<file path="src/logic/boc_pkg.sv">
package boc_pkg;
   localparam int unsigned CLK_HZ = 100_000_000;
   // settings are counted in 0.02 s steps
   localparam int unsigned STEP_MS = 20;
   localparam int unsigned STEP_CYC = STEP_MS * (CLK_HZ / 1000);
   localparam int STEP_W = 15;
   localparam int CNT_W = 32;
   localparam int PRE_W = 21;
   localparam logic [STEP_W-1:0] TRAVERSE_DEF = 15'h000A;
   localparam logic [STEP_W-1:0] SYNC_WAIT_DEF = 15'h000A;
   localparam logic [STEP_W-1:0] CLOSE_PULSE_DEF = 15'h000A;
   localparam logic [STEP_W-1:0] OPEN_PULSE_DEF = 15'h000A;
   localparam logic [STEP_W-1:0] TERM_DEF = 15'h01F4;
   localparam logic [STEP_W-1:0] FINAL_TRIP_DEF = 15'h000A;

   typedef enum logic [1:0]
   {
      BOC_WD_BREAKER,
      BOC_BREAKER,
      BOC_DISC_MC,
      BOC_DISC_GND
   } boc_type_t;

   typedef enum logic [1:0]
   {
      BOC_INTERMEDIATE,
      BOC_OPEN,
      BOC_CLOSED,
      BOC_BAD
   } boc_pos_t;

   typedef enum logic [1:0]
   {
      BOC_USER,
      BOC_OPERATOR,
      BOC_CONFIGURATOR,
      BOC_SUPER_USER
   } boc_level_t;

   localparam boc_level_t LEVEL_DEF = BOC_CONFIGURATOR;

   typedef enum logic [1:0]
   {
      BOC_RDY_OFF,
      BOC_RDY_HIGH,
      BOC_RDY_LOW
   } boc_rdy_t;

   typedef enum logic [2:0]
   {
      BOC_IDLE,
      BOC_SYNC_WAIT,
      BOC_CLOSING,
      BOC_OPENING,
      BOC_WAIT_CHANGE
   } boc_state_t;
endpackage : boc_pkg

</file>
<file path="src/logic/boc_object.sv">
// Operation
// - object type enables cart, control, checks
// - open input high means open
// - close input high means closed
// - cart-in high means racked in
// - cart-out high means pulled out
// - ready at the use_ready polarity (high or low) means spring charged
// - synchrocheck high permits close
// - separate open and close command pulses
// - both inputs after traverse give Bad
// - neither input after traverse gives Intermediate
// - close waits for sync, times out
// - close pulse limited, ends on closed
// - open pulse limited, ends on open
// - no change within termination timeout errors
// - final-trip pulse, zero means continuous
// - final trip only without expected reclose
// - panel control needs configured access level
// - application close request accepted
// - sync use requires sync input active
// - ready use requires matching polarity
// - 32-bit success and fail counters
// - clear zeroes all counters
`timescale 1ns/100ps
module boc_object
(
   input  wire logic                    ref_clk,
   input  wire logic                    rst,
   input  wire boc_pkg::boc_type_t      object_type,
   input  wire logic [boc_pkg::STEP_W-1:0] traverse_steps,
   input  wire logic [boc_pkg::STEP_W-1:0] sync_wait_steps,
   input  wire logic [boc_pkg::STEP_W-1:0] close_pulse_steps,
   input  wire logic [boc_pkg::STEP_W-1:0] open_pulse_steps,
   input  wire logic [boc_pkg::STEP_W-1:0] term_steps,
   input  wire logic [boc_pkg::STEP_W-1:0] final_trip_steps,
   input  wire logic                    use_sync,
   input  wire boc_pkg::boc_rdy_t       use_ready,
   input  wire boc_pkg::boc_level_t     panel_level_req,
   input  wire boc_pkg::boc_level_t     panel_level,
   input  wire logic                    open_status,
   input  wire logic                    close_status,
   input  wire logic                    cart_in,
   input  wire logic                    cart_out,
   input  wire logic                    object_ready,
   input  wire logic                    sync_ok,
   input  wire logic                    local_open,
   input  wire logic                    local_close,
   input  wire logic                    remote_open,
   input  wire logic                    remote_close,
   input  wire logic                    app_close,
   input  wire logic                    panel_open,
   input  wire logic                    panel_close,
   input  wire logic                    final_trip_req,
   input  wire logic                    reclose_pending,
   input  wire logic                    clear_stats,
   output boc_pkg::boc_pos_t            breaker_status,
   output boc_pkg::boc_pos_t            cart_status,
   output logic                         cart_in_use,
   output logic                         output_relay_open,
   output logic                         output_relay_close,
   output logic                         final_trip,
   output logic                         control_error,
   output logic                         close_allowed,
   output logic [boc_pkg::CNT_W-1:0]    open_count,
   output logic [boc_pkg::CNT_W-1:0]    close_count,
   output logic [boc_pkg::CNT_W-1:0]    open_fail_count,
   output logic [boc_pkg::CNT_W-1:0]    close_fail_count
);
   typedef struct packed
   {
      boc_pkg::boc_state_t           st;
      logic [boc_pkg::PRE_W-1:0]     pre;
      logic [boc_pkg::STEP_W-1:0]    trav;
      logic [boc_pkg::STEP_W-1:0]    cmd_t;
      logic [boc_pkg::STEP_W-1:0]    ft_t;
      logic                          ft_hold;
      logic [1:0]                    last_pos;
      boc_pkg::boc_pos_t             pos;
      boc_pkg::boc_pos_t             cart;
      logic                          rel_open;
      logic                          rel_close;
      logic                          ft;
      logic                          err;
      logic [boc_pkg::CNT_W-1:0]     n_open;
      logic [boc_pkg::CNT_W-1:0]     n_close;
      logic [boc_pkg::CNT_W-1:0]     n_open_f;
      logic [boc_pkg::CNT_W-1:0]     n_close_f;
   } boc_regs_t;

   boc_regs_t r;
   boc_regs_t next_r;

   function automatic boc_pkg::boc_pos_t decode_pos
   (
      input logic act_a,
      input logic act_b
   );
      unique case ({act_b, act_a})
         2'h0: decode_pos = boc_pkg::BOC_INTERMEDIATE;
         2'h1: decode_pos = boc_pkg::BOC_OPEN;
         2'h2: decode_pos = boc_pkg::BOC_CLOSED;
         2'h3: decode_pos = boc_pkg::BOC_BAD;
      endcase
   endfunction : decode_pos

   function automatic logic [boc_pkg::CNT_W-1:0] bump
   (
      input logic [boc_pkg::CNT_W-1:0] v
   );
      bump = (v == '1) ? v : v + 1'b1;
   endfunction : bump

   logic is_breaker;
   logic can_control;
   logic panel_ok;
   logic open_req;
   logic close_req;
   logic ready_ok;
   logic tick;
   boc_pkg::boc_pos_t raw_pos;

   always_comb
   begin
      is_breaker = (object_type == boc_pkg::BOC_WD_BREAKER) ||
                   (object_type == boc_pkg::BOC_BREAKER);
      can_control = is_breaker ||
                    (object_type == boc_pkg::BOC_DISC_MC);
      panel_ok = (panel_level >= panel_level_req);
      open_req = local_open || remote_open ||
                 (panel_open && panel_ok);
      close_req = local_close || remote_close || app_close ||
                  (panel_close && panel_ok);
      unique case (use_ready)
         boc_pkg::BOC_RDY_HIGH: ready_ok = object_ready;
         boc_pkg::BOC_RDY_LOW:  ready_ok = !object_ready;
         default:               ready_ok = 1'b1;
      endcase
      raw_pos = decode_pos(open_status, close_status);
      tick = (r.pre == boc_pkg::PRE_W'(boc_pkg::STEP_CYC - 1));
   end

   always_comb
   begin
      next_r = r;
      next_r.err = 1'b0;
      next_r.pre = tick ? '0 : r.pre + 1'b1;
      // position: clean states at once, ambiguous after traverse time
      if ({close_status, open_status} != r.last_pos)
      begin
         next_r.last_pos = {close_status, open_status};
         next_r.trav = '0;
      end
      else if (tick && r.trav != '1)
         next_r.trav = r.trav + 1'b1;
      if (raw_pos == boc_pkg::BOC_OPEN || raw_pos == boc_pkg::BOC_CLOSED)
         next_r.pos = raw_pos;
      // ambiguous inputs only count once they held still
      else if ({close_status, open_status} == r.last_pos
               && r.trav >= traverse_steps)
         next_r.pos = raw_pos;
      if (object_type == boc_pkg::BOC_WD_BREAKER)
         next_r.cart = decode_pos(cart_out, cart_in);
      else
         next_r.cart = boc_pkg::BOC_INTERMEDIATE;
      if (tick && r.st != boc_pkg::BOC_IDLE)
         next_r.cmd_t = r.cmd_t + 1'b1;
      unique case (r.st)
         boc_pkg::BOC_IDLE:
         begin
            next_r.cmd_t = '0;
            if (can_control && open_req)
            begin
               next_r.st = boc_pkg::BOC_OPENING;
               next_r.rel_open = 1'b1;
            end
            else if (can_control && close_req)
            begin
               if (is_breaker && !ready_ok)
                  next_r.n_close_f = bump(r.n_close_f);
               else if (is_breaker && use_sync && !sync_ok)
                  next_r.st = boc_pkg::BOC_SYNC_WAIT;
               else
               begin
                  next_r.st = boc_pkg::BOC_CLOSING;
                  next_r.rel_close = 1'b1;
               end
            end
         end
         boc_pkg::BOC_SYNC_WAIT:
         begin
            if (sync_ok)
            begin
               next_r.st = boc_pkg::BOC_CLOSING;
               next_r.rel_close = 1'b1;
               next_r.cmd_t = '0;
            end
            else if (r.cmd_t >= sync_wait_steps)
            begin
               next_r.st = boc_pkg::BOC_IDLE;
               next_r.n_close_f = bump(r.n_close_f);
            end
         end
         boc_pkg::BOC_OPENING, boc_pkg::BOC_CLOSING:
         begin
            if ((r.st == boc_pkg::BOC_OPENING && raw_pos == boc_pkg::BOC_OPEN)
               || (r.st == boc_pkg::BOC_CLOSING
               && raw_pos == boc_pkg::BOC_CLOSED))
            begin
               next_r.st = boc_pkg::BOC_IDLE;
               next_r.rel_open = 1'b0;
               next_r.rel_close = 1'b0;
               if (r.st == boc_pkg::BOC_OPENING)
                  next_r.n_open = bump(r.n_open);
               else
                  next_r.n_close = bump(r.n_close);
            end
            else if ((r.st == boc_pkg::BOC_OPENING
               && r.cmd_t >= open_pulse_steps)
               || (r.st == boc_pkg::BOC_CLOSING
               && r.cmd_t >= close_pulse_steps))
            begin
               next_r.rel_open = 1'b0;
               next_r.rel_close = 1'b0;
               next_r.st = boc_pkg::BOC_WAIT_CHANGE;
            end
         end
         boc_pkg::BOC_WAIT_CHANGE:
         begin
            if (raw_pos != boc_pkg::BOC_INTERMEDIATE
               && raw_pos != boc_pkg::BOC_BAD && raw_pos != r.pos)
            begin
               // a late move after the pulse still counts as done
               next_r.st = boc_pkg::BOC_IDLE;
               if (raw_pos == boc_pkg::BOC_OPEN)
                  next_r.n_open = bump(r.n_open);
               else
                  next_r.n_close = bump(r.n_close);
            end
            else if (r.cmd_t >= term_steps)
            begin
               next_r.st = boc_pkg::BOC_IDLE;
               next_r.err = 1'b1;
               if (r.pos == boc_pkg::BOC_CLOSED)
                  next_r.n_open_f = bump(r.n_open_f);
               else
                  next_r.n_close_f = bump(r.n_close_f);
            end
         end
         default:
            next_r.st = boc_pkg::BOC_IDLE;
      endcase
      // final trip pulse
      if (final_trip_req && !reclose_pending)
      begin
         next_r.ft = 1'b1;
         next_r.ft_t = '0;
         next_r.ft_hold = (final_trip_steps == '0);
      end
      else if (r.ft && !r.ft_hold)
      begin
         if (tick)
            next_r.ft_t = r.ft_t + 1'b1;
         if (r.ft_t >= final_trip_steps)
            next_r.ft = 1'b0;
      end
      if (clear_stats)
      begin
         next_r.n_open = '0;
         next_r.n_close = '0;
         next_r.n_open_f = '0;
         next_r.n_close_f = '0;
      end
   end

   always_ff @(posedge ref_clk or posedge rst)
   begin
      if (rst)
      begin
         r <= '0;
         r.st <= boc_pkg::BOC_IDLE;
         r.pos <= boc_pkg::BOC_INTERMEDIATE;
         r.cart <= boc_pkg::BOC_INTERMEDIATE;
      end
      else
         r <= next_r;
   end

   assign breaker_status = r.pos;
   assign cart_status = r.cart;
   assign cart_in_use = (object_type == boc_pkg::BOC_WD_BREAKER);
   assign output_relay_open = r.rel_open;
   assign output_relay_close = r.rel_close;
   assign final_trip = r.ft;
   assign control_error = r.err;
   assign close_allowed = is_breaker
      ? (ready_ok && (!use_sync || sync_ok)) : can_control;
   assign open_count = r.n_open;
   assign close_count = r.n_close;
   assign open_fail_count = r.n_open_f;
   assign close_fail_count = r.n_close_f;
endmodule : boc_object

</file>
<file path="config.mk">
export PLATFORM = sky130hd
export DESIGN_NAME = boc_object
export DESIGN_NICKNAME = d
export VERILOG_FILES = /design/src/logic/boc_pkg.sv /design/src/logic/boc_object.sv
export SDC_FILE = /design/constraint.sdc
export NUM_CORES = 1
export LEC_CHECK = 0
export BUFFER_PORTS_ARGS = -buffer_cell sky130_fd_sc_hd__buf_4
export CORE_UTILIZATION = 45
export DETAILED_ROUTE_END_ITERATION = 6
export GPL_TIMING_DRIVEN = 1
export PLACE_DENSITY = 0.76
export SLEW_MARGIN = 5
export SYNTH_ARGS = -nofsm -noshare
export SYNTH_HDL_FRONTEND = slang
export SYNTH_SLANG_ARGS = --single-unit
</file>
<file path="constraint.sdc">
create_clock -name ref_clk -period 11.5 [get_ports ref_clk]
set_clock_uncertainty 0.2 [all_clocks]
set_input_delay 1.725 -clock ref_clk [delete_from_list [all_inputs] [get_ports ref_clk]]
set_output_delay 1.725 -clock ref_clk [all_outputs]
set_load 0.005 [all_outputs]
</file>
; ---- Word-level counts from Yosys, hierarchy flattened
; Index checks and enable logic that the tools add are counted.
[totals]
reg_bits = 208
inputBits = 117
out_inout_bits = 138
wordCells = 217
[op_classes]
n_addsub = 8
order_cmp = 7
n_eq_ne = 54
muxes = 66
n_reduce_logical = 65
[op_table]
columns = op, count
row1 = 32-bit 2-to-1 mux, 16
row2 = 64-bit 2-to-1 mux, 4
row3 = "32-bit by 1-bit adder with 32-bit output, second input constant", 4
row4 = "32-bit equality test, second input constant", 4
row5 = 128-bit 2-to-1 mux, 1
row6 = 64-bit one-hot mux with 2 select lines, 1
row7 = 15-bit 2-to-1 mux, 7
row8 = 32-bit one-hot mux with 3 select lines, 1
row9 = 15-bit greater-or-equal comparator, 6
row10 = "3-bit inequality test, second input constant", 19
row11 = "15-bit by 1-bit adder with 15-bit output, second input constant", 3
row12 = 15-bit one-hot mux with 2 select lines, 1
row13 = 3-bit 2-to-1 mux, 9
row14 = "21-bit by 1-bit adder with 21-bit output, second input constant", 1
row15 = "21-bit equality test, second input constant", 1
row16 = 21-bit 2-to-1 mux, 1
row17 = 5-bit AND reduction, 4
row18 = 2-bit nonzero test, 10
row19 = 1-bit logical AND, 19
row20 = "2-bit inequality test, second input constant", 9
row21 = "2-bit equality test, second input constant", 8
row22 = 2-bit one-hot mux with 4 select lines, 2
row23 = 15-bit logical NOT, 1
row24 = "15-bit inequality test, second input constant", 1
row25 = other kinds (23), 67

; ---- Logic depth before layout (Yosys ltp)
; Gate-level depths: netlist of the first run.
[logic_depth]
depth_word = 9
depth_mapped = 11

; ---- Worst setup path after synthesis of the first run
; Ideal clock, no wire load.
[synth_timing]
path_type = input-to-output
from = in use_ready[0]
to = out close_allowed
t_arrival_ns = 2.374
required_ns = 9.575
path_slack_ns = 7.201
cell_stages = 5
n_path_buf = 0
cell_sequence = inv_1 > ha_1 > nor2_1 > a22o_1 > a21oi_1
[synth_via]
elab_chain_cells = 4
[synth_rtl]
columns = item, line
row1 = from (decl), boc_object.sv:37  ; input wire boc_pkg::boc_rdy_t use_ready,
row2 = 2-bit equality test or 2-bit by 1-bit equality test with 1-bit output (tied branches), boc_object.sv:133  ; unique case (use_ready)
row3 = 1-bit one-hot mux with 2 select lines (*), boc_object.sv:133
row4 = 1-bit logical AND (*), boc_object.sv:296  ; ? (ready_ok && (!use_sync || sync_ok)) : can_control;
row5 = 1-bit 2-to-1 mux (*), boc_object.sv:296
row6 = to (decl), boc_object.sv:63  ; output logic close_allowed,
; Mark *: on every way between the ends. The rest lies on a longest branch, timed or not.

; ---- Worst setup path in the final report of the first run
[layout_timing]
from = in clear_stats
to = reg r (netlist bit close_count[27])
[layout_via]
elab_chain_cells = 2
[layout_rtl]
columns = item, line
row1 = from (decl), boc_object.sv:55  ; input wire logic clear_stats,
row2 = 3-bit inequality test (no line) or 3-bit nonzero test (tied branches), -
row3 = 5-bit AND reduction (no line), -
row4 = to (signal assigned), boc_object.sv:285  ; r <= next_r;
row5 = to (decl), boc_object.sv:90  ; boc_regs_t r;
; Several ways; a longest one is shown, not always the timed one.
; A chain may end at the register's enable or synchronous reset.

==> flow_metrics.py, run 1 <==
metrics = {
    "yosys": {
        "synth_warnings": 0,
        "synth_top_area_share_pct": 35.9,
        "ys_ff_latch": 208,
        "syn_nets": 1884,
        "synth_edf_count": 0,
        "synth_area_um2": 14500,
        "yosys.area.top_type": "dfrtp_1",
        "synthFlopType": "dfrtp_1",
        "synth_area_leaders": "dfrtp_1 36%, ha_1 9.2%, buf_4 6.9%",
        "synth.avg_cell_area_um2": 8.73,
        "async_flop_share_pct": 100,
        "synthCells": 1660,
        "synthDistinctLibCells": 78,
        "seq_area_frac_synth_pct": 35.9,
    },
    "route": {
        "viasPerCell": 5.60,
        "drt_iter0_drc": 882,
        "route.detailed.drc": 0,
        "via_count": 12200,
        "ant_nets": 0,
        "routedWlPerCell_um": 16.6,
        "first_pass_iters": 5,
        "drt-total-wl_um": 36200,
    },
    "layout": {
        "instances_no_fill": 2178,
        "syn2layout_area_growth_pct": 14.0,
        "nets": 1980,
        "drive_gt1_share_pct": 19.4,
        "fillCellCount": 2917,
    },
    "timing": {
        "drv_slew": 0,
        "fin_crit_ns": 4.71,
        "period_share_pct": 40.9,
        "finalHoldViolations": 0,
        "rsz0062_at_grt": "false",
        "finalSetupTns_ns": 0,
        "worstMarginPinSlew_ns": 1.19,
        "fin_ws_ns": 6.79,
        "setup_viol": 0,
        "max_slew_margin_pct": 20.1,
        "fmax_ghz": 0.213,
    },
    "placed_design": {
        "gp_congestion": 0.888,
        "dpl.hpwl_um": 26500,
        "portBuffers": 254,
        "place_inst": 2132,
        "dpl_worst_slack_ns": 6.35,
    },
    "floorplan": {
        "num_rows": 65,
        "die_area_um2": 32900,
        "floorplan.initialDensity_pct": 45.8,
        "die_w_um": 181,
        "io_pins": 255,
        "coreArea_um2": 31600,
        "fp.dieH_um": 181,
    },
    "critical_path": {
        "critPathRequiredTime_ns": 11.69,
        "critical_path.top_delay_family": "buffers and inverters",
        "cpMostUsedCell": "buf_4",
        "rrSetupSlack_ns": 8.01,
        "worstPathCellList": "buf_4 -> inv_1 -> a22o_1 -> a22oi_1 -> o21ai_1 -> buf_4 -> or2_1 -> nor4_1 -> mux2_2",
        "critPathLaunch": "clear_stats",
        "crit_slowest_cell": "inv_1",
        "critPathKind": "primary input to flip-flop",
        "critPathLaunchType": "primary input",
        "setup.worst_path.end_class": "flip-flop",
        "r2r-end": "close_fail_count[31]",
        "worstReg2RegStart": "r[154]",
        "crit_fanout": 55,
        "reg2regPathDepth": 9,
        "endpoint": "close_count[27]",
        "path_buf_inv": 3,
        "crit_cells": 9,
        "cp.arrival_ns": 4.90,
        "max_stage_delay_ns": 0.59,
    },
    "global_routing": {
        "grt_use_met3_pct": 3.57,
        "track_usage_pct": 22.0,
        "grt_max_degree": 136,
        "antenna_found_initial": 2,
        "grt_use_met1_pct": 29.2,
        "gr-max-usage-layer": "met2",
        "overflow": 0,
        "grt_pass1_vias": 11900,
        "grt.met2_usage_pct": 36.7,
        "grt_pass1_wl_um": 60000,
    },
    "clocking": {
        "cts_buffer_depth": 3,
        "numCtsBuffers": 24,
        "clock-sinks": 208,
        "cts_resized": 0,
        "clk_pin_slew_ns": 0.06,
        "htree_levels": 1,
        "cts_tree": "done",
        "hold_buffers": 0,
        "post_cts_buffers": 0,
        "insertion_delay_ns": 0.51,
        "cts_root_buf": "clkbuf_16",
    },
    "power": {
        "combPwrFrac_pct": 16.9,
        "switchingPower_mw": 0.538,
        "power_frac_seq_pct": 42.4,
        "leakagePower_nw": 7.79,
        "ir_drop_v": 0.0000877,
        "powerDensity_nw_per_um2": 112,
        "internal_power_mw": 1.32,
        "p_sw_share_pct": 29.0,
        "p_clk_share_pct": 40.7,
        "total_power_mw": 1.85,
    },
    "run": {
        "maxCapViolCount": 0,
    },
    "min_path": {
        "hp-class": "flip-flop to flip-flop",
    },
    "outcome": {
        "run_status": "finished, final reports clean",
    },
}
==> sequential cells by signal (all words and copies together) (netlist names), 2 cells and up <==
register	cells
close_fail_count	32
open_fail_count	32
breaker_status	2
r	72
cart_status	2
close_count	32
open_count	32
==> layer usage <==
layer	vias up	wire length [um]
li1	5899	-
met1	5834	16000
met2	387	17000
met3	77	2110
met4	0	1130
met5	-	0
==> synth_stat cells (all sizes together) (6+ instances only) <==
cell type / n
dfrtp: 208
nor2: 169
buf: 147
inv: 120
ha: 107
nand2: 106
nand3: 85
a21oi: 76
xnor2: 69
o21ai: 64
nand4: 56
xor2: 51
clkbuf: 44
nor4: 39
nor3: 37
or3: 34
and3: 29
nor2b: 19
a21o: 17
o211ai: 17
and2: 15
o41ai: 14
or4: 14
and4: 13
nand2b: 10
or2: 9
nor4b: 8
mux2i: 7
a211oi: 6
mux2: 6
o21a: 6
o311ai: 6
o31ai: 6
==> layout by cell type (no fill, tap or decap), types with 7 or more instances in the layout <==
| master | count |
|---|---|
| a21o_1 | 17 |
| nor2b_1 | 19 |
| or4_1 | 14 |
| nand2b_1 | 10 |
| xnor2_1 | 69 |
| nor4b_1 | 7 |
| nor2_1 | 168 |
| clkbuf_8 | 8 |
| a21oi_1 | 75 |
| nand3_1 | 84 |
| mux2i_1 | 7 |
| inv_1 | 119 |
| buf_4 | 261 |
| xor2_1 | 51 |
| and3_1 | 29 |
| and2_1 | 15 |
| nand2_1 | 106 |
| dfrtp_1 | 208 |
| or2_2 | 8 |
| o21ai_0 | 62 |
| nor3_1 | 37 |
| nand4_1 | 51 |
| ha_1 | 107 |
| o211ai_1 | 17 |
| clkbuf_16 | 25 |
| and4_1 | 11 |
| or3_1 | 33 |
| nor4_1 | 35 |
| o41ai_1 | 14 |
==> power groups by stage <==
stage	registers (mW)	logic (mW)	clock network [mW]
6_report	0.786	0.314	0.754
5_1_grt	0.790	0.351	0.801
4_1_cts	0.785	0.317	0.770
3_5_place_dp	0.798	0.314	0
3_3_place_gp	0.798	0.308	0
2_1_floorplan	0.780	0.222	0
==> cell type report <==
type	count	area [um2]	share of cell area, %
Clock buffer	37	751	4.54
Antenna cell	2	5.00	0.0303
Multi-Input combinational cell	1141	7600	46.0
Clock inverter	7	38.8	0.235
Timing Repair Buffer	261	1960	11.9
Sequential cell	208	5200	31.5
Inverter	120	458	2.77
Tap cell	402	503	3.04
==> how the worst min path moves through the flow <==
stage,from,to,slack [ns],cells past startpoint
after floorplan,r[198],r[198],0.25,1
after global placement,r[184],r[184],0.27,1
after detailed placement,r[184],r[184],0.28,1
after CTS,r[184],r[184],0.28,1
after global routing,r[184],r[184],0.31,1
final,r[184],r[184],0.28,1
==> cells by family after synthesis <==
logic type / Yosys count / share of synthesized area (%)
and+or+nand+nor: 654 / 23.9
buffers and inverters: 311 / 11.6
AOI/OAI and AO/OA: 247 / 11.1
DFF: 208 / 35.9
xor gates and xnor gates: 120 / 7.26
adders and majority gates: 107 / 9.24
muxes: 13 / 0.976
==> worst register-to-register path, delay by kind of cell (launching register included) <==
family | cells | cell delay (ns)
compound gates | 5 | 1.82
simple gates | 2 | 0.52
fa+ha+maj | 1 | 0.32
buf+inv | 1 | 0.16
flops | 1 | 0.42
==> per-stage QoR <==
step                      utilization [%]  hold slack (ns)  cell area [um2]
after global placement               49.7            0.273            15700
after floorplan                         -            0.253            14500
after detailed placement             49.7            0.277            15700
final                                52.2            0.281            16500
after CTS                            52.2            0.285            16500
after global routing                 52.2            0.309            16500
Note: power is estimated with default switching activity, not from simulation.
==> inputs of run 2 (changes only) <==
==> constraint.sdc (replaced) <==
create_clock -name ref_clk -period 4.4 [get_ports ref_clk]
set_clock_uncertainty 0.2 [all_clocks]
set_input_delay 0.66 -clock ref_clk [delete_from_list [all_inputs] [get_ports ref_clk]]
set_output_delay 0.66 -clock ref_clk [all_outputs]
set_load 0.005 [all_outputs]
==> run 2 against run 1 <==
Net effect:
- die area did not move
- clock power rose to 2.6 times the previous value
- via count rose by 1.4%
- core utilization rose by 0.25 points
- global-route usage rose by 0.53 points
==> flow_metrics.py, run 2 (synthesis gave the netlist of run 1 again) <==
metrics = {
    "outcome": {
        "run_status": "finished, final reports clean",
    },
    "critical_path": {
        "critPathKind": "flip-flop to flip-flop",
        "crit_fanout": 15,
        "path_buf_inv": 1,
        "worstPathCellList": "ha_1 -> nand4_1 -> nor3_1 -> inv_1 -> o311ai_1 -> nand3_1 -> or4_1 -> a21oi_1",
        "critPathRequiredTime_ns": 4.62,
        "critPathLaunchType": "flip-flop",
        "max_stage_delay_ns": 0.62,
        "cp.arrival_ns": 3.86,
        "crit_slowest_cell": "or4_1",
        "setup.worst_path.end_class": "flip-flop",
        "critical_path.top_delay_family": "simple AND/OR/NAND/NOR gates",
    },
    "timing": {
        "rsz0062_at_grt": "false",
        "period_share_pct": 82.6,
        "fmax_ghz": 0.275,
        "fin_crit_ns": 3.63,
        "worstMarginPinSlew_ns": 1.15,
        "max_slew_margin_pct": 22.5,
        "setup_viol": 0,
        "drv_slew": 0,
        "finalHoldViolations": 0,
        "finalSetupTns_ns": 0,
    },
    "clocking": {
        "clk_pin_slew_ns": 0.06,
        "cts_tree": "done",
        "cts_buffer_depth": 3,
        "clock-sinks": 208,
        "insertion_delay_ns": 0.51,
        "hold_buffers": 0,
        "numCtsBuffers": 24,
        "cts_root_buf": "clkbuf_16",
        "cts_resized": 0,
        "htree_levels": 1,
        "post_cts_buffers": 0,
    },
    "layout": {
        "final_common_cell": "buf_4",
        "layout_common_cells": "269 x buf_4, 208 x dfrtp_1, 168 x nor2_1",
        "drive_gt1_share_pct": 19.6,
        "largest_reg_flops": 72,
        "syn2layout_area_growth_pct": 14.6,
        "nets": 1990,
        "regMostFlops": "r",
        "fin_util_pct": 52.5,
    },
    "floorplan": {
        "num_rows": 65,
        "die_area_um2": 32900,
        "io_pins": 255,
        "floorplan.initialDensity_pct": 45.8,
        "die_w_um": 181,
        "fp.dieH_um": 181,
        "coreArea_um2": 31600,
    },
    "global_routing": {
        "overflow": 0,
        "antenna_found_initial": 3,
        "grt_pass1_wl_um": 61300,
        "grt_max_degree": 118,
        "grt_pass1_vias": 12100,
        "track_usage_pct": 22.6,
    },
    "power": {
        "leakagePower_nw": 7.82,
        "ir_drop_v": 0.000225,
        "powerDensity_nw_per_um2": 293,
        "total_power_mw": 4.86,
    },
    "route": {
        "first_pass_iters": 5,
        "drt-total-wl_um": 37100,
        "routedWlPerCell_um": 16.9,
        "viasPerCell": 5.65,
        "ant_nets": 0,
        "drt_iter0_drc": 773,
        "route.detailed.drc": 0,
        "via_count": 12400,
    },
    "placed_design": {
        "dpl.hpwl_um": 27200,
        "portBuffers": 254,
        "gp_congestion": 0.887,
    },
    "run": {
        "maxCapViolCount": 0,
    },
    "min_path": {
        "hp-class": "primary input to flip-flop",
    },
}
## run 2: worst reg2reg max path: cells and delay by family (launching register included)
| family | cells | cell delay (ns) |
|---|---|---|
| compound gates | 2 | 0.76 |
| buf+inv | 1 | 0.10 |
| fa+ha+maj | 1 | 0.37 |
| flops | 1 | 0.50 |
| simple gates | 4 | 1.63 |
## run 2: layout make-up
cell class	count	area [um2]
Sequential cell	208	5200
Antenna cell	3	7.51
Timing Repair Buffer	271	2060
Fill cell	2912	15000
Tap cell	402	503
Clock buffer	33	666
Clock inverter	10	105
Inverter	120	454
Multi-Input combinational cell	1141	7600
## run 2: routing by layer
metal  routed length [um]  global-route usage (%)  vias up
met2                17500                    37.4      388
met1                16100                    29.3     5982
met5                    0                       0        -
met4                 1360                    8.58        0
li1                     -                       -     5908
met3                 2080                    4.07       84
## run 2: report_power, final
part	switching [mW]	internal, mW	total, mW	leakage, nW
clock network	0.796	1.17	1.97	0.376
registers	0.0877	1.96	2.05	2.87
logic	0.524	0.319	0.843	4.58
total	1.41	3.46	4.86	7.82
## run 2: per-stage QoR
stage	setup slack (ns)	hold WS (ns)	cells	area, um2
floorplan	0.840	0.253	1660	14500
global placement	0.778	0.273	2142	15800
detailed placement	0.618	0.284	2142	15800
CTS	0.824	0.0922	2185	16600
global route	0.533	0.0996	2186	16600
finish	0.767	0.112	2188	16600
## run 2: final timing paths
path / startpoint / cells past startpoint / slack [ns] / end
worst max-delay path: r[166] / 8 / 0.77 / close_fail_count[22]
worst min-delay path: open_status / 1 / 0.11 / r[136]
worst max register to register: r[166] / 8 / 0.77 / close_fail_count[22]
worst min register to register: r[184] / 1 / 0.29 / r[184]
max in group asynchronous: rst / 3 / 3.35 / r[178]
min in group asynchronous: rst / 3 / 0.12 / close_count[10]
==> inputs of run 3 (changes only) <==
--- a/config.mk
+++ b/config.mk
@@ -9,7 +9,7 @@
 export CORE_UTILIZATION = 45
 export DETAILED_ROUTE_END_ITERATION = 6
 export GPL_TIMING_DRIVEN = 1
-export PLACE_DENSITY = 0.76
+export PLACE_DENSITY = 0.79
 export SLEW_MARGIN = 5
 export SYNTH_ARGS = -nofsm -noshare
 export SYNTH_HDL_FRONTEND = slang
==> constraint.sdc (replaced) <==
create_clock -name ref_clk -period 3.1 [get_ports ref_clk]
set_clock_uncertainty 0.2 [all_clocks]
set_input_delay 0.465 -clock ref_clk [delete_from_list [all_inputs] [get_ports ref_clk]]
set_output_delay 0.465 -clock ref_clk [all_outputs]
set_load 0.005 [all_outputs]
==> run 3 against run 2 <==
Net effect:
- the flow now finishes with violations (design-rule violations)
- clock power up 44%
- worst hold slack got worse by 0.078 ns
- final area is 3.0% higher
- combinational power up 64%
- register-to-register slack got worse by 0.61 ns
- first-iteration DRC count increased by 7.1%
- fmax up 24%
- largest cell class unchanged
==> flow_metrics.py, run 3 (synthesis gave the netlist of run 1 again) <==
metrics = {
    "critical_path": {
        "setup.worst_path.end_class": "flip-flop",
        "critPathRequiredTime_ns": 3.35,
        "crit_slowest_cell": "or4b_1",
        "critPathLaunchType": "flip-flop",
        "crit_fanout": 30,
        "rrSetupSlack_ns": 0.16,
        "critPathLaunch": "r[154]",
        "max_stage_delay_ns": 0.52,
        "critPathKind": "flip-flop to flip-flop",
        "worstPathCellList": "inv_1 -> ha_1 -> nor2b_1 -> o21ai_0 -> a21oi_1 -> o311ai_1 -> buf_4 -> nand4_1 -> buf_6 -> or4b_1 -> nand2_1",
        "cp.arrival_ns": 3.19,
        "worstReg2RegStart": "r[154]",
    },
    "layout": {
        "regMostFlops": "r",
        "layout_common_cells": "314 x buf_4, 208 x dfrtp_1, 168 x nor2_1",
        "instances_no_fill": 2240,
        "drive_gt1_share_pct": 22.1,
        "diodes": 0,
        "final_common_cell": "buf_4",
        "largest_reg_flops": 72,
        "nets": 2044,
        "syn2layout_area_growth_pct": 18.0,
    },
    "clocking": {
        "clk_pin_slew_ns": 0.06,
        "htree_levels": 1,
        "clock-sinks": 208,
        "numCtsBuffers": 24,
        "insertion_delay_ns": 0.51,
        "cts_buffer_depth": 3,
        "cts_tree": "done",
        "cts_root_buf": "clkbuf_16",
    },
    "timing": {
        "period_share_pct": 94.8,
        "setup_viol": 0,
        "finalHoldViolations": 0,
        "drv_slew": 0,
        "fin_crit_ns": 2.94,
        "worstMarginPinSlew_ns": 0.769,
        "max_slew_margin_pct": 48.6,
        "fmax_ghz": 0.340,
        "finalSetupTns_ns": 0,
    },
    "min_path": {
        "min_from": "sync_ok",
        "hp-class": "primary input to flip-flop",
    },
    "run": {
        "maxCapViolCount": 0,
    },
    "floorplan": {
        "die_area_um2": 32900,
        "floorplan.initialDensity_pct": 45.8,
        "die_w_um": 181,
        "fp.dieH_um": 181,
        "coreArea_um2": 31600,
        "num_rows": 65,
        "io_pins": 255,
    },
    "power": {
        "ir_drop_v": 0.000321,
        "powerDensity_nw_per_um2": 416,
        "leakagePower_nw": 8.13,
    },
    "route": {
        "first_pass_iters": 7,
        "route.detailed.drc": 1,
        "ant_nets": 0,
        "drt_iter0_drc": 828,
        "drt-total-wl_um": 38200,
        "via_count": 12700,
        "routedWlPerCell_um": 17.1,
        "viasPerCell": 5.65,
    },
    "global_routing": {
        "track_usage_pct": 22.9,
        "grt_pass1_vias": 12300,
        "grt_max_degree": 70,
        "antenna_found_initial": 0,
        "grt_pass1_wl_um": 62100,
        "overflow": 0,
    },
    "outcome": {
        "run_status": "complete, but fails checks",
        "violations": "design-rule violations",
    },
    "placed_design": {
        "gp_congestion": 0.931,
        "place_inst": 2191,
        "dpl.hpwl_um": 28700,
        "portBuffers": 254,
    },
}
[run 3: worst max-delay path, delay by kind of cell, from the launching register on]
family / cells / cell delay [ns]
and+or+nand+nor: 4 / 0.76
adders and majority gates: 1 / 0.31
buffers and inverters: 3 / 0.55
DFF: 1 / 0.41
AOI/OAI and AO/OA: 3 / 0.65
[run 3: metrics by stage]
| stage | utilization [%] | instance area [um2] | hold WS [ns] | total power [mW] | worst slack, ns |
|---|---|---|---|---|---|
| finish | 54.0 | 17100 | 0.0345 | 7.11 | 0.161 |
| global route | 54.0 | 17100 | 0.0371 | 7.43 | -0.0578 |
| CTS | 54.0 | 17100 | 0.00910 | 7.16 | 0.0972 |
| detailed placement | 51.3 | 16200 | 0.286 | 4.30 | -0.105 |
| global placement | 51.3 | 16200 | 0.277 | 4.25 | 0.0624 |
| floorplan | - | 14500 | 0.253 | 3.72 | -0.265 |
[run 3: area by class of cell]
cell class,count,area (um2)
well taps,402,503
fillers,2823,14500
clock buffers,37,761
clock inverters,7,37.5
multi-input cells,1141,7610
flip-flops and latches,208,5200
inverters,120,454
repair buffers,325,2520
[run 3: repair_timing]
action	in CTS	in global routing
resized for setup	0	4
setup endpoints to repair	0	13
hold endpoints to repair	31	0
hold buffers	5	0
buffers inserted	0	0
[run 3: final timing paths]
kind | endpoint | cells after the start
max | close_fail_count[27] | 11
min | r[205] | 2
max reg2reg | close_fail_count[27] | 11
min reg2reg | r[200] | 1
max in group asynchronous | r[178] | 5
min in group asynchronous | close_count[17] | 3
[run 3: power breakdown]
group	internal, mW	switching [mW]
clock	1.68	1.15
combinational	0.585	0.794
sequential	2.79	0.115
[run 3: per-layer routing]
| metal | up-vias | GRT usage [%] | share of wire (%) |
|---|---|---|---|
| li1 | 6024 | - | - |
| met1 | 6102 | 30.1 | 43 |
| met2 | 437 | 38.8 | 48 |
| met3 | 89 | 3.39 | 5.6 |
| met4 | 0 | 7.25 | 3.3 |
| met5 | - | 0 | 0 |
